### config.mk
export PLATFORM = sky130hd
export DESIGN_NAME = assr_top
export DESIGN_NICKNAME = d
export VERILOG_FILES = /design/src/hdl/assr_pkg.sv /design/src/hdl/assr_sync_if.sv /design/src/hdl/assr_sync2.sv /design/src/hdl/assr_top.sv
export SDC_FILE = /design/constraint.sdc
export NUM_CORES = 1
export LEC_CHECK = 0
export BUFFER_PORTS_ARGS = -buffer_cell sky130_fd_sc_hd__buf_4
export CORE_UTILIZATION = 51
export CTS_CLUSTER_DIAMETER = 40
export DETAILED_ROUTE_END_ITERATION = 10
export PLACE_DENSITY = 0.88
export SLEW_MARGIN = 40
export SYNTH_ARGS = -nofsm -noshare
export SYNTH_HDL_FRONTEND = slang
export SYNTH_SLANG_ARGS = --single-unit
### constraint.sdc
create_clock -name ref_clk_i -period 3.9 [get_ports ref_clk_i]
set_clock_uncertainty 0.2 [all_clocks]
set_input_delay 0.39 -clock ref_clk_i [delete_from_list [all_inputs] [get_ports ref_clk_i]]
set_output_delay 0.39 -clock ref_clk_i [all_outputs]
set_load 0.05 [all_outputs]
### src/hdl/assr_pkg.sv
// package for the serial status and interrupt block
// assumes a 32-bit axi4-lite register bus and a single clock domain
package assr_pkg;
   // register byte offsets
   localparam logic [7:0]  ADDR_STATUS = 8'h00;
   localparam logic [7:0]  ADDR_CTRLA  = 8'h04;
   localparam logic [7:0]  ADDR_IRQ_ST = 8'h08;
   localparam logic [7:0]  ADDR_IRQ_MK = 8'h0C;
   localparam logic [7:0]  ADDR_EVENT  = 8'h10;
   localparam logic [7:0]  ADDR_TXHOLD = 8'h14;
   // status register fields
   localparam int          BIT_FE      = 4;
   localparam int          BIT_RIE     = 3;
   localparam int          BIT_SEL     = 2;
   localparam int          BIT_TDE     = 1;
   localparam int          BIT_TIE     = 0;
   // control a field: error flag clear, write 0 to clear
   localparam int          BIT_EFC     = 3;
   // event register fields (software-visible receive flags)
   localparam int          BIT_RDF     = 0;
   localparam int          BIT_OVR     = 1;
   localparam int          BIT_PAR     = 2;
   // irq status fields
   localparam int          IRQ_RX      = 0;
   localparam int          IRQ_TX      = 1;
   localparam int          IRQ_W       = 2;
   localparam logic [7:0]  STATUS_RST  = 8'h02;
   localparam logic [7:0]  CTRLA_RST   = 8'h08;
   localparam logic [1:0]  RESP_OKAY   = 2'h0;
   localparam logic [1:0]  RESP_SLVERR = 2'h2;
endpackage : assr_pkg

### src/hdl/assr_sync_if.sv
// interface carrying synchronised line-side levels between modules
// assumes producer and consumer share ref_clk_i
`timescale 1ns/100ps
interface assr_sync_if;
   logic cts;
   logic dcd;
   logic shared_pin;
   modport src (output cts, output dcd, output shared_pin);
   modport dst (input cts, input dcd, input shared_pin);
endinterface : assr_sync_if

### src/hdl/assr_sync2.sv
// two flip-flop synchroniser for one asynchronous level
// assumes input is a pin outside the ref_clk_i domain
`timescale 1ns/100ps
module assr_sync2 (
   // clock and reset
   input  wire logic ref_clk_i,
   input  wire logic rst_i,
   // level in and out
   input  wire logic async_i,
   output logic      sync_o
);
   logic meta;
   always_ff @(posedge ref_clk_i or posedge rst_i) begin
      if (rst_i) begin
         meta   <= 1'b0;
         sync_o <= 1'b0;
      end else begin
         meta   <= async_i;
         sync_o <= meta;
      end
   end
endmodule : assr_sync2

### src/hdl/assr_top.sv
// status and interrupt control of one async serial channel, axi4-lite slave
// assumes receiver and transmitter datapaths feed one-cycle pulses on ref_clk_i
// Behaviour
// - bad stop bit sets framing error
// - clear framing error: efc=0, carrier, stop, reset
// - rx enable requests on any rx flag
// - channel 0: carrier rising edge requests too
// - select bit enables the cts input and holds rx high, else passes shared pin to rx
// - holding write clears empty; shift load sets
// - stop mode and reset force empty
// - high clear-to-send holds empty low while select bit is set
// - tx enable requests while empty
// - reset clears tx interrupt enable
//
// Design decisions made here: register access over AXI4-Lite and the register offsets.
`timescale 1ns/100ps
module assr_top #(
   parameter bit IS_CH0 = 1'b1
) (
   // clock and reset
   input  wire logic        ref_clk_i,
   input  wire logic        rst_i,
   // axi4-lite write address
   input  wire logic        s_axi_awvalid,
   output logic             s_axi_awready,
   input  wire logic [7:0]  s_axi_awaddr,
   // axi4-lite write data
   input  wire logic        s_axi_wvalid,
   output logic             s_axi_wready,
   input  wire logic [31:0] s_axi_wdata,
   input  wire logic [3:0]  s_axi_wstrb,
   // axi4-lite write response
   output logic             s_axi_bvalid,
   input  wire logic        s_axi_bready,
   output logic [1:0]       s_axi_bresp,
   // axi4-lite read
   input  wire logic        s_axi_arvalid,
   output logic             s_axi_arready,
   input  wire logic [7:0]  s_axi_araddr,
   output logic             s_axi_rvalid,
   input  wire logic        s_axi_rready,
   output logic [31:0]      s_axi_rdata,
   output logic [1:0]       s_axi_rresp,
   // datapath events, one-cycle pulses; stop bit and stop mode are levels
   input  wire logic        rx_frame_done_i,
   input  wire logic        rx_stop_bit_i,
   input  wire logic        rx_data_full_i,
   input  wire logic        rx_overrun_i,
   input  wire logic        rx_parity_err_i,
   input  wire logic        rx_data_read_i,
   input  wire logic        tx_shift_load_i,
   input  wire logic        peripheral_stop_mode_i,
   // line-side pins
   input  wire logic        ch1_clear_to_send_input_i,
   input  wire logic        carrier_detect_input_i,
   input  wire logic        shared_pin_i,
   // outputs
   output logic             clocked_serial_rx_pin_o,
   output logic             tx_holding_write_o,
   output logic [7:0]       tx_holding_data_o,
   output logic             rx_irq_req_o,
   output logic             tx_irq_req_o,
   output logic             irq_o
);
   localparam int IRQ_W = assr_pkg::IRQ_W;

   assr_sync_if sync_bus ();

   assr_sync2 u_sync_cts (
      .ref_clk_i (ref_clk_i),
      .rst_i     (rst_i),
      .async_i   (ch1_clear_to_send_input_i),
      .sync_o    (sync_bus.cts)
   );
   assr_sync2 u_sync_dcd (
      .ref_clk_i (ref_clk_i),
      .rst_i     (rst_i),
      .async_i   (carrier_detect_input_i),
      .sync_o    (sync_bus.dcd)
   );
   assr_sync2 u_sync_pin (
      .ref_clk_i (ref_clk_i),
      .rst_i     (rst_i),
      .async_i   (shared_pin_i),
      .sync_o    (sync_bus.shared_pin)
   );

   logic              framing_error_flag;
   logic              rx_irq_enable;
   logic              ch1_handshake_pin_select;
   logic              tx_empty_raw;
   logic              tx_holding_empty_flag;
   logic              tx_irq_enable;
   logic              error_flag_clear_bit;
   logic              rx_data_full_flag;
   logic              rx_overrun_flag;
   logic              parity_error_flag;
   logic              dcd_prev;
   logic              dcd_rise_pend;
   logic [IRQ_W-1:0]  irq_status;
   logic [IRQ_W-1:0]  irq_mask;
   logic              cts_eff;
   logic              dcd_rise;
   logic              wr_fire;
   logic              rd_fire;
   logic              aw_held;
   logic              w_held;
   logic [7:0]        aw_addr;
   logic [31:0]       w_data;
   logic [3:0]        w_strb;
   logic [7:0]        next_status;
   logic [31:0]       next_rdata;
   logic              rd_hit;
   logic              wr_hit;

   assign cts_eff                 = ch1_handshake_pin_select & sync_bus.cts;
   assign clocked_serial_rx_pin_o = ch1_handshake_pin_select ? 1'b1 : sync_bus.shared_pin;

   assign tx_holding_empty_flag = tx_empty_raw & ~cts_eff;

   // write channel capture; address and data in either order
   assign s_axi_awready = ~aw_held & ~s_axi_bvalid;
   assign s_axi_wready  = ~w_held & ~s_axi_bvalid;
   assign wr_fire       = aw_held & w_held & ~s_axi_bvalid;
   assign wr_hit        = (aw_addr == assr_pkg::ADDR_STATUS) || (aw_addr == assr_pkg::ADDR_CTRLA)
                        || (aw_addr == assr_pkg::ADDR_IRQ_ST) || (aw_addr == assr_pkg::ADDR_IRQ_MK)
                        || (aw_addr == assr_pkg::ADDR_TXHOLD);

   always_ff @(posedge ref_clk_i or posedge rst_i) begin
      if (rst_i) begin
         aw_held      <= 1'b0;
         w_held       <= 1'b0;
         aw_addr      <= 8'h00;
         w_data       <= 32'h0000_0000;
         w_strb       <= 4'h0;
         s_axi_bvalid <= 1'b0;
         s_axi_bresp  <= assr_pkg::RESP_OKAY;
      end else begin
         if (s_axi_awvalid && s_axi_awready) begin
            aw_held <= 1'b1;
            aw_addr <= s_axi_awaddr;
         end
         if (s_axi_wvalid && s_axi_wready) begin
            w_held <= 1'b1;
            w_data <= s_axi_wdata;
            w_strb <= s_axi_wstrb;
         end
         if (wr_fire) begin
            aw_held      <= 1'b0;
            w_held       <= 1'b0;
            s_axi_bvalid <= 1'b1;
            s_axi_bresp  <= wr_hit ? assr_pkg::RESP_OKAY : assr_pkg::RESP_SLVERR;
         end else if (s_axi_bready) begin
            s_axi_bvalid <= 1'b0;
         end
      end
   end

   // writes only take effect when the low byte lane is enabled
   function automatic logic wr_to(input logic [7:0] a);
      wr_to = wr_fire && (aw_addr == a) && w_strb[0];
   endfunction : wr_to

   always_ff @(posedge ref_clk_i or posedge rst_i) begin
      if (rst_i) begin
         rx_irq_enable            <= assr_pkg::STATUS_RST[assr_pkg::BIT_RIE];
         ch1_handshake_pin_select <= assr_pkg::STATUS_RST[assr_pkg::BIT_SEL];
         tx_irq_enable            <= assr_pkg::STATUS_RST[assr_pkg::BIT_TIE];
         error_flag_clear_bit     <= assr_pkg::CTRLA_RST[assr_pkg::BIT_EFC];
         irq_mask                 <= '0;
      end else begin
         if (wr_to(assr_pkg::ADDR_STATUS)) begin
            rx_irq_enable            <= w_data[assr_pkg::BIT_RIE];
            ch1_handshake_pin_select <= w_data[assr_pkg::BIT_SEL];
            tx_irq_enable            <= w_data[assr_pkg::BIT_TIE];
         end
         if (wr_to(assr_pkg::ADDR_CTRLA)) begin
            error_flag_clear_bit <= w_data[assr_pkg::BIT_EFC];
         end
         if (wr_to(assr_pkg::ADDR_IRQ_MK)) begin
            irq_mask <= w_data[IRQ_W-1:0];
         end
      end
   end

   // framing error: set wins over the software clear, line and stop clears dominate
   always_ff @(posedge ref_clk_i or posedge rst_i) begin
      if (rst_i) begin
         framing_error_flag <= 1'b0;
      end else if (sync_bus.dcd || peripheral_stop_mode_i) begin
         framing_error_flag <= 1'b0;
      end else if (rx_frame_done_i && !rx_stop_bit_i) begin
         framing_error_flag <= 1'b1;
      end else if (wr_to(assr_pkg::ADDR_CTRLA) && !w_data[assr_pkg::BIT_EFC]) begin
         framing_error_flag <= 1'b0;
      end
   end

   // other receive flags; error clear also drops overrun and parity
   always_ff @(posedge ref_clk_i or posedge rst_i) begin
      if (rst_i) begin
         rx_data_full_flag <= 1'b0;
         rx_overrun_flag   <= 1'b0;
         parity_error_flag <= 1'b0;
      end else if (peripheral_stop_mode_i) begin
         rx_data_full_flag <= 1'b0;
         rx_overrun_flag   <= 1'b0;
         parity_error_flag <= 1'b0;
      end else begin
         if (rx_data_full_i) begin
            rx_data_full_flag <= 1'b1;
         end else if (rx_data_read_i) begin
            rx_data_full_flag <= 1'b0;
         end
         if (rx_overrun_i) begin
            rx_overrun_flag <= 1'b1;
         end else if (wr_to(assr_pkg::ADDR_CTRLA) && !w_data[assr_pkg::BIT_EFC]) begin
            rx_overrun_flag <= 1'b0;
         end
         if (rx_parity_err_i) begin
            parity_error_flag <= 1'b1;
         end else if (wr_to(assr_pkg::ADDR_CTRLA) && !w_data[assr_pkg::BIT_EFC]) begin
            parity_error_flag <= 1'b0;
         end
      end
   end

   // holding register empty and hand-off to the transmitter
   always_ff @(posedge ref_clk_i or posedge rst_i) begin
      if (rst_i) begin
         tx_empty_raw       <= 1'b1;
         tx_holding_write_o <= 1'b0;
         tx_holding_data_o  <= 8'h00;
      end else begin
         tx_holding_write_o <= 1'b0;
         if (peripheral_stop_mode_i) begin
            tx_empty_raw <= 1'b1;
         end else if (wr_to(assr_pkg::ADDR_TXHOLD)) begin
            tx_empty_raw       <= 1'b0;
            tx_holding_write_o <= 1'b1;
            tx_holding_data_o  <= w_data[7:0];
         end else if (tx_shift_load_i) begin
            tx_empty_raw <= 1'b1;
         end
      end
   end

   // carrier rising edge, kept pending until the enable is off or a data read
   assign dcd_rise = IS_CH0 & sync_bus.dcd & ~dcd_prev;
   always_ff @(posedge ref_clk_i or posedge rst_i) begin
      if (rst_i) begin
         dcd_prev      <= 1'b0;
         dcd_rise_pend <= 1'b0;
      end else begin
         dcd_prev <= sync_bus.dcd;
         if (dcd_rise && rx_irq_enable) begin
            dcd_rise_pend <= 1'b1;
         end else if (!rx_irq_enable || rx_data_read_i) begin
            dcd_rise_pend <= 1'b0;
         end
      end
   end

   assign rx_irq_req_o = rx_irq_enable & (rx_data_full_flag | rx_overrun_flag
                       | parity_error_flag | framing_error_flag | dcd_rise_pend);
   assign tx_irq_req_o = tx_irq_enable & tx_holding_empty_flag;

   // sticky status: set on request rise, write one to clear, set wins
   logic [IRQ_W-1:0] req_prev;
   logic [IRQ_W-1:0] req_now;
   logic [IRQ_W-1:0] clr_bits;
   assign req_now  = {tx_irq_req_o, rx_irq_req_o};
   assign clr_bits = wr_to(assr_pkg::ADDR_IRQ_ST) ? w_data[IRQ_W-1:0] : '0;
   always_ff @(posedge ref_clk_i or posedge rst_i) begin
      if (rst_i) begin
         req_prev   <= '0;
         irq_status <= '0;
      end else begin
         req_prev   <= req_now;
         irq_status <= (irq_status & ~clr_bits) | (req_now & ~req_prev);
      end
   end
   assign irq_o = |(irq_status & irq_mask);

   // read channel
   always_comb begin
      next_status = 8'h00;
      next_status[assr_pkg::BIT_FE]  = framing_error_flag;
      next_status[assr_pkg::BIT_RIE] = rx_irq_enable;
      next_status[assr_pkg::BIT_SEL] = ch1_handshake_pin_select;
      next_status[assr_pkg::BIT_TDE] = tx_holding_empty_flag;
      next_status[assr_pkg::BIT_TIE] = tx_irq_enable;
      next_rdata = 32'h0000_0000;
      rd_hit     = 1'b1;
      unique case (s_axi_araddr)
         assr_pkg::ADDR_STATUS: next_rdata[7:0] = next_status;
         assr_pkg::ADDR_CTRLA:  next_rdata[assr_pkg::BIT_EFC] = error_flag_clear_bit;
         assr_pkg::ADDR_IRQ_ST: next_rdata[IRQ_W-1:0] = irq_status;
         assr_pkg::ADDR_IRQ_MK: next_rdata[IRQ_W-1:0] = irq_mask;
         assr_pkg::ADDR_EVENT: begin
            next_rdata[assr_pkg::BIT_RDF] = rx_data_full_flag;
            next_rdata[assr_pkg::BIT_OVR] = rx_overrun_flag;
            next_rdata[assr_pkg::BIT_PAR] = parity_error_flag;
         end
         assr_pkg::ADDR_TXHOLD: next_rdata[7:0] = tx_holding_data_o;
         default:               rd_hit = 1'b0;
      endcase
   end

   assign s_axi_arready = ~s_axi_rvalid;
   assign rd_fire       = s_axi_arvalid & s_axi_arready;
   always_ff @(posedge ref_clk_i or posedge rst_i) begin
      if (rst_i) begin
         s_axi_rvalid <= 1'b0;
         s_axi_rdata  <= 32'h0000_0000;
         s_axi_rresp  <= assr_pkg::RESP_OKAY;
      end else if (rd_fire) begin
         s_axi_rvalid <= 1'b1;
         s_axi_rdata  <= next_rdata;
         s_axi_rresp  <= rd_hit ? assr_pkg::RESP_OKAY : assr_pkg::RESP_SLVERR;
      end else if (s_axi_rready) begin
         s_axi_rvalid <= 1'b0;
      end
   end
endmodule : assr_top

; ---- Word level (Yosys, flattened, before mapping)
; Cells that the tools add are included.
; W data, S select, Z words.
[word_totals]
register_bits = 65
latchBits = 0
ram_bits = 0
rom_bits = 0
input_bits = 70
out_inout_bits = 54
wordCells = 141
mem_count = 0
[classes]
add_sub_neg = 0
mul = 0
n_div = 0
magnitude_cmp = 0
n_eq_ne = 9
shift = 0
muxes = 34
bitwise_logic = 27
n_reduce_logical = 39
[op_table]
columns = op, count
row1 = $eq A8 B4 Y1 const B, 4
row2 = $mux W1, 27
row3 = $eq A8 B5 Y1 const B, 3
row4 = $eq A8 B3 Y1 const B, 2
row5 = $logic_not A8 Y1, 2
row6 = $logic_and A1 B1 Y1, 15
row7 = $reduce_bool A3 Y1, 5
row8 = $and A1 B1 Y1, 10
row9 = $pmux W2 S5, 1
row10 = $reduce_bool A2 Y1, 5
row11 = $pmux W4 S2, 1
row12 = $not A1 Y1, 7
row13 = $and A2 B2 Y2, 3
row14 = $logic_or A1 B1 Y1, 6
row15 = $mux W2, 3
row16 = $pmux W1 S3, 2
row17 = $reduce_or A6 Y1, 1
row18 = $not A2 Y2, 2
row19 = $or A1 B1 Y1, 4
row20 = $logic_not A1 Y1, 3
row21 = $or A2 B2 Y2, 1
row22 = $reduce_and A2 Y1, 1
row23 = $reduce_or A2 Y1, 1

; ---- Longest topological paths before layout
[logic_depth]
depth_word = 8
ltp_mapped = 5
ltp_nobuf = 4

; ---- Hierarchy
; From an unflattened synthesis, not the netlist that was laid out.
[unflattened]
hier_cells = 239
hier_area_um2 = 2885.3
[modules_own_cells]
columns = module, n_inst, cells_per_inst, area_each_um2, seq_area_each_um2
row1 = assr_top, 1, 230, 2723.9, 1428.9
row2 = assr_sync2, 3, 3, 53.8, 50.0

; ---- Worst setup path before layout
; No wires, ideal clock.
[synth_timing]
path_kind = register to output
start = register rx_overrun_flag
end = output port rx_irq_req_o
t_arrival_ns = 1.628
t_required_ns = 3.310
path_slack_ns = 1.682
stages_incl_launch_ff = 3
n_path_buf = 0
cell_sequence = dfrtp_1 nor4_1 a21boi_0
[synth_via]
elab_chain_len = 5
[synth_rtl]
columns = element, line
row1 = from (decl), assr_top.sv:96  ; logic rx_overrun_flag;
row2 = from (signal assigned), assr_top.sv:203  ; rx_overrun_flag <= 1'b0;
row3 = from (signal assigned), assr_top.sv:207  ; rx_overrun_flag <= 1'b0;
row4 = from (signal assigned), assr_top.sv:216  ; rx_overrun_flag <= 1'b1;
row5 = $or A1 B1 Y1, assr_top.sv:264  ; assign rx_irq_req_o = rx_irq_enable & (rx_data_full_flag | rx_overrun_flag
row6 = $or A1 B1 Y1 (3 in series), assr_top.sv:265  ; | parity_error_flag | framing_error_flag | dcd_rise_pend);
row7 = $and A1 B1 Y1, assr_top.sv:264
row8 = to (decl), assr_top.sv:61  ; output logic rx_irq_req_o,
; Every way passes these cells.

; ---- Final worst setup path
[layout_timing]
start = register aw_addr[6]
end = register tx_holding_data_o[6]
[layout_via]
elab_chain_len = 4
[layout_rtl]
columns = element, line
row1 = from (decl), assr_top.sv:108  ; logic [7:0] aw_addr;
row2 = from (signal assigned), assr_top.sv:141  ; aw_addr <= s_axi_awaddr;
row3 = $eq A8 B5 Y1, assr_top.sv:161  ; wr_to = wr_fire && (aw_addr == a) && w_strb[0];
row4 = $logic_and A1 B1 Y1 (2 in series), assr_top.sv:161
row5 = $reduce_and A2 Y1 (no source line), --
row6 = to (signal assigned), assr_top.sv:241  ; tx_holding_data_o <= w_data[7:0];
row7 = to (decl), assr_top.sv:60  ; output logic [7:0] tx_holding_data_o,
; Every way passes these cells.
; A chain may end at the register's enable or synchronous reset.

==> flow_summary.toml <==
[status]
status = "complete, no violations"

[routing]
drt_first_pass_iters = 4
routed_wl_mm = 5.60
drc = 0
wl_per_cell_um = 14.8
via_per_inst = 5.10
drt-initial-drc-count = 143
num_vias = 1933
ant_nets = 0

[placement]
dpl.hpwl_mm = 4.13
placed_area_mm2 = 0.00329
place_ws_ns = 1.46
gp_congestion = 0.814
io_buffers = 70

[die]
coreArea_mm2 = 0.00517
initial_core_util_pct = 53.9
dieArea_mm2 = 0.00577
die_y_um = 76.0
die_x_um = 76.0
io_pins = 124
fp-row-count = 26

[worst_setup_path]
path_cells = "or4_1 -> nor4_4 -> mux2_2"
critPathLaunch = "aw_addr[6]"
worst-setup-path-type = "flop to flop"
worst-path-stages = 3
r2r_start = "aw_addr[6]"
crit_fanout = 9
cp.required_ns = 3.92
r2r_end = "tx_holding_data_o[6]"
reg2reg_depth = 3
reg2reg_setup_slack_ns = 1.48
cp.buffers_inverters = 0
end_kind = "flop"
critPathMaxStageDelay_ns = 0.68
worst_path_max_delay_cell = "or4_1"
crit_path_end = "tx_holding_data_o[6]"
crit_arrival_ns = 2.44
start_kind = "flop"
crit_family = "simple AND/OR/NAND/NOR gates"

[finish]
layout_common_cells = "buf_4, dfrtp_1, mux2_2, conb_1"
area_growth_pct = 26.4
stdcell_area_mm2 = 0.00353
fillers = 398
drive_above_1_share_pct = 41.7
layout_commonest_cell = "buf_4"
diodes = 0
nNetsFinal = 374

[clock_network]
cts_setup_buffers = 0
cts.sinks = 63
clk_path_buf_depth = 2
cts_tree = "done"
htree_levels = 3
postCtsHoldBufs = 4
cts_resized = 0
cts_inserted_buffers = 9
cts.clk_slew.worst_paths_ns = 0.07
cts_root_buf = "clkbuf_8"
insertion_delay_ns = 0.33

[sta]
rsz0062_at_grt = "no"
post-route-min-period_ns = 2.42
slew_viol_final = 0
fin_crit_sh_pct = 62.1
fmax_mhz = 413
tns_ns = 0
tightestPinTransition_ns = 0.639
finalHoldViolations = 0
relSlewSlack_pct = 57.1
setup_viol = 0
setup_ws_ns = 1.48

[synth]
synth_edf_count = 0
ys.warnings.count = 0
async_reset_ff_share_pct = 100
avgSynthCellArea_um2 = 12.4
synth_ff_type = "dfrtp_1"
synth-seq-cells = 63
synth_area_mm2 = 0.00279
seq_area_frac_synth_pct = 56.6
syn_inst = 225
ys_types = 40

[job]
max-cap-violations = 0

[pwr]
clkPwrFrac_pct = 27.1
share_comb_of_total_power_pct = 27.9
irDropWorstVdd_mv = 0.428
cellInternalPower_mw = 1.36
p_per_area_mw_per_mm2 = 590
power_switching_share_pct = 34.9
power_switching_mw = 0.727
power_leakage_nw = 1.70
power.share.sequential_pct = 45.0

[global_routing]
grt_overflow = 0
grt_pass1_wl_mm = 9.46
grt_max_degree = 46
grtUsageTotal_pct = 21.6
grt_pass1_vias = 1968
antenna_found_initial = 0

[min_path]
hold_class = "primary input to flop"
-- through the flow --
step / utilization (%) / std cells / hold WS [ns] / power, mW
after detailed placement: 63.5 / 359 / 0.145 / 1.53
after global routing: 68.2 / 379 / 0.0127 / 2.19
after global placement: 63.5 / 359 / 0.132 / 1.50
after CTS: 68.1 / 379 / 0.0117 / 2.10
after floorplan: - / 250 / 0.131 / 1.38
final: 68.2 / 379 / 0.0253 / 2.08
-- sequential cells by signal (all words and copies together), names as in the netlist, 2 cells and up --
name and cells:
req_prev 2, s_axi_rdata 8, aw_addr 8, irq_mask 2, tx_holding_data_o 8, irq_status 2
w_data 8
-- cell type report --
| class | instances | area, µm² | area share, % |
|---|---|---|---|
| Tap cell | 70 | 87.6 | 2.48 |
| Timing Repair Buffer | 75 | 573 | 16.2 |
| Sequential cell | 63 | 1580 | 44.8 |
| Clock buffer | 11 | 141 | 4.01 |
| Multi-Input combinational cell | 147 | 1060 | 30.0 |
| Clock inverter | 5 | 57.6 | 1.63 |
| Inverter | 8 | 30.0 | 0.851 |
-- power groups by stage --
stage                     Sequential, mW  Clock, mW  Combinational, mW
after floorplan                    0.976          0              0.403
after global placement             0.939          0              0.561
after detailed placement           0.947          0              0.580
after CTS                          0.936      0.575              0.586
after global routing               0.962      0.610              0.621
final                              0.937      0.564              0.582
-- routing by layer --
metal / part of all wire [%] / global-route usage (%) / vias up
met2: 49 / 34.6 / 74
met5: 0 / 0 / -
li1: - / - / 908
met3: 5.1 / 6.02 / 14
met4: 2.6 / 10.4 / 0
met1: 43 / 27.2 / 937
-- worst min path at each step --
| stage | start | cells after the start | endpoint | slack, ns |
|---|---|---|---|---|
| 2_1_floorplan | u_sync_cts.meta | 0 | u_sync_cts.sync_o | 0.13 |
| 3_3_place_gp | u_sync_pin.meta | 0 | u_sync_pin.sync_o | 0.13 |
| 3_5_place_dp | u_sync_pin.meta | 0 | u_sync_pin.sync_o | 0.15 |
| 4_1_cts | s_axi_rready | 2 | s_axi_rvalid | 0.01 |
| 5_1_grt | s_axi_rready | 2 | s_axi_rvalid | 0.01 |
| 6_report | s_axi_rready | 2 | s_axi_rvalid | 0.03 |
-- synth_stat cells, drive strengths merged, types with 3 or more instances --
library cell   n  share of area [%]
a22o           7                2.2
o21ai          5               0.90
inv            8                1.1
nor2b          6                1.3
nand2          9                1.2
nor2          10                1.3
mux2          33                 13
nand4b         4                1.3
o31ai          3               0.81
dfrtp         61                 55
a21oi          6                1.1
clkbuf         5               0.67
or4            3               0.81
nor4           5                2.4
buf           27                7.2
nand3          3               0.54
nor3           3               0.54
-- kinds of logic after synthesis --
family	synth area share [%]
compound gates	8.61
buf+inv	8.92
flops	56.6
mux	14.0
other cells	0.134
simple gates	11.7
Note: power is estimated with default switching activity, not from simulation.
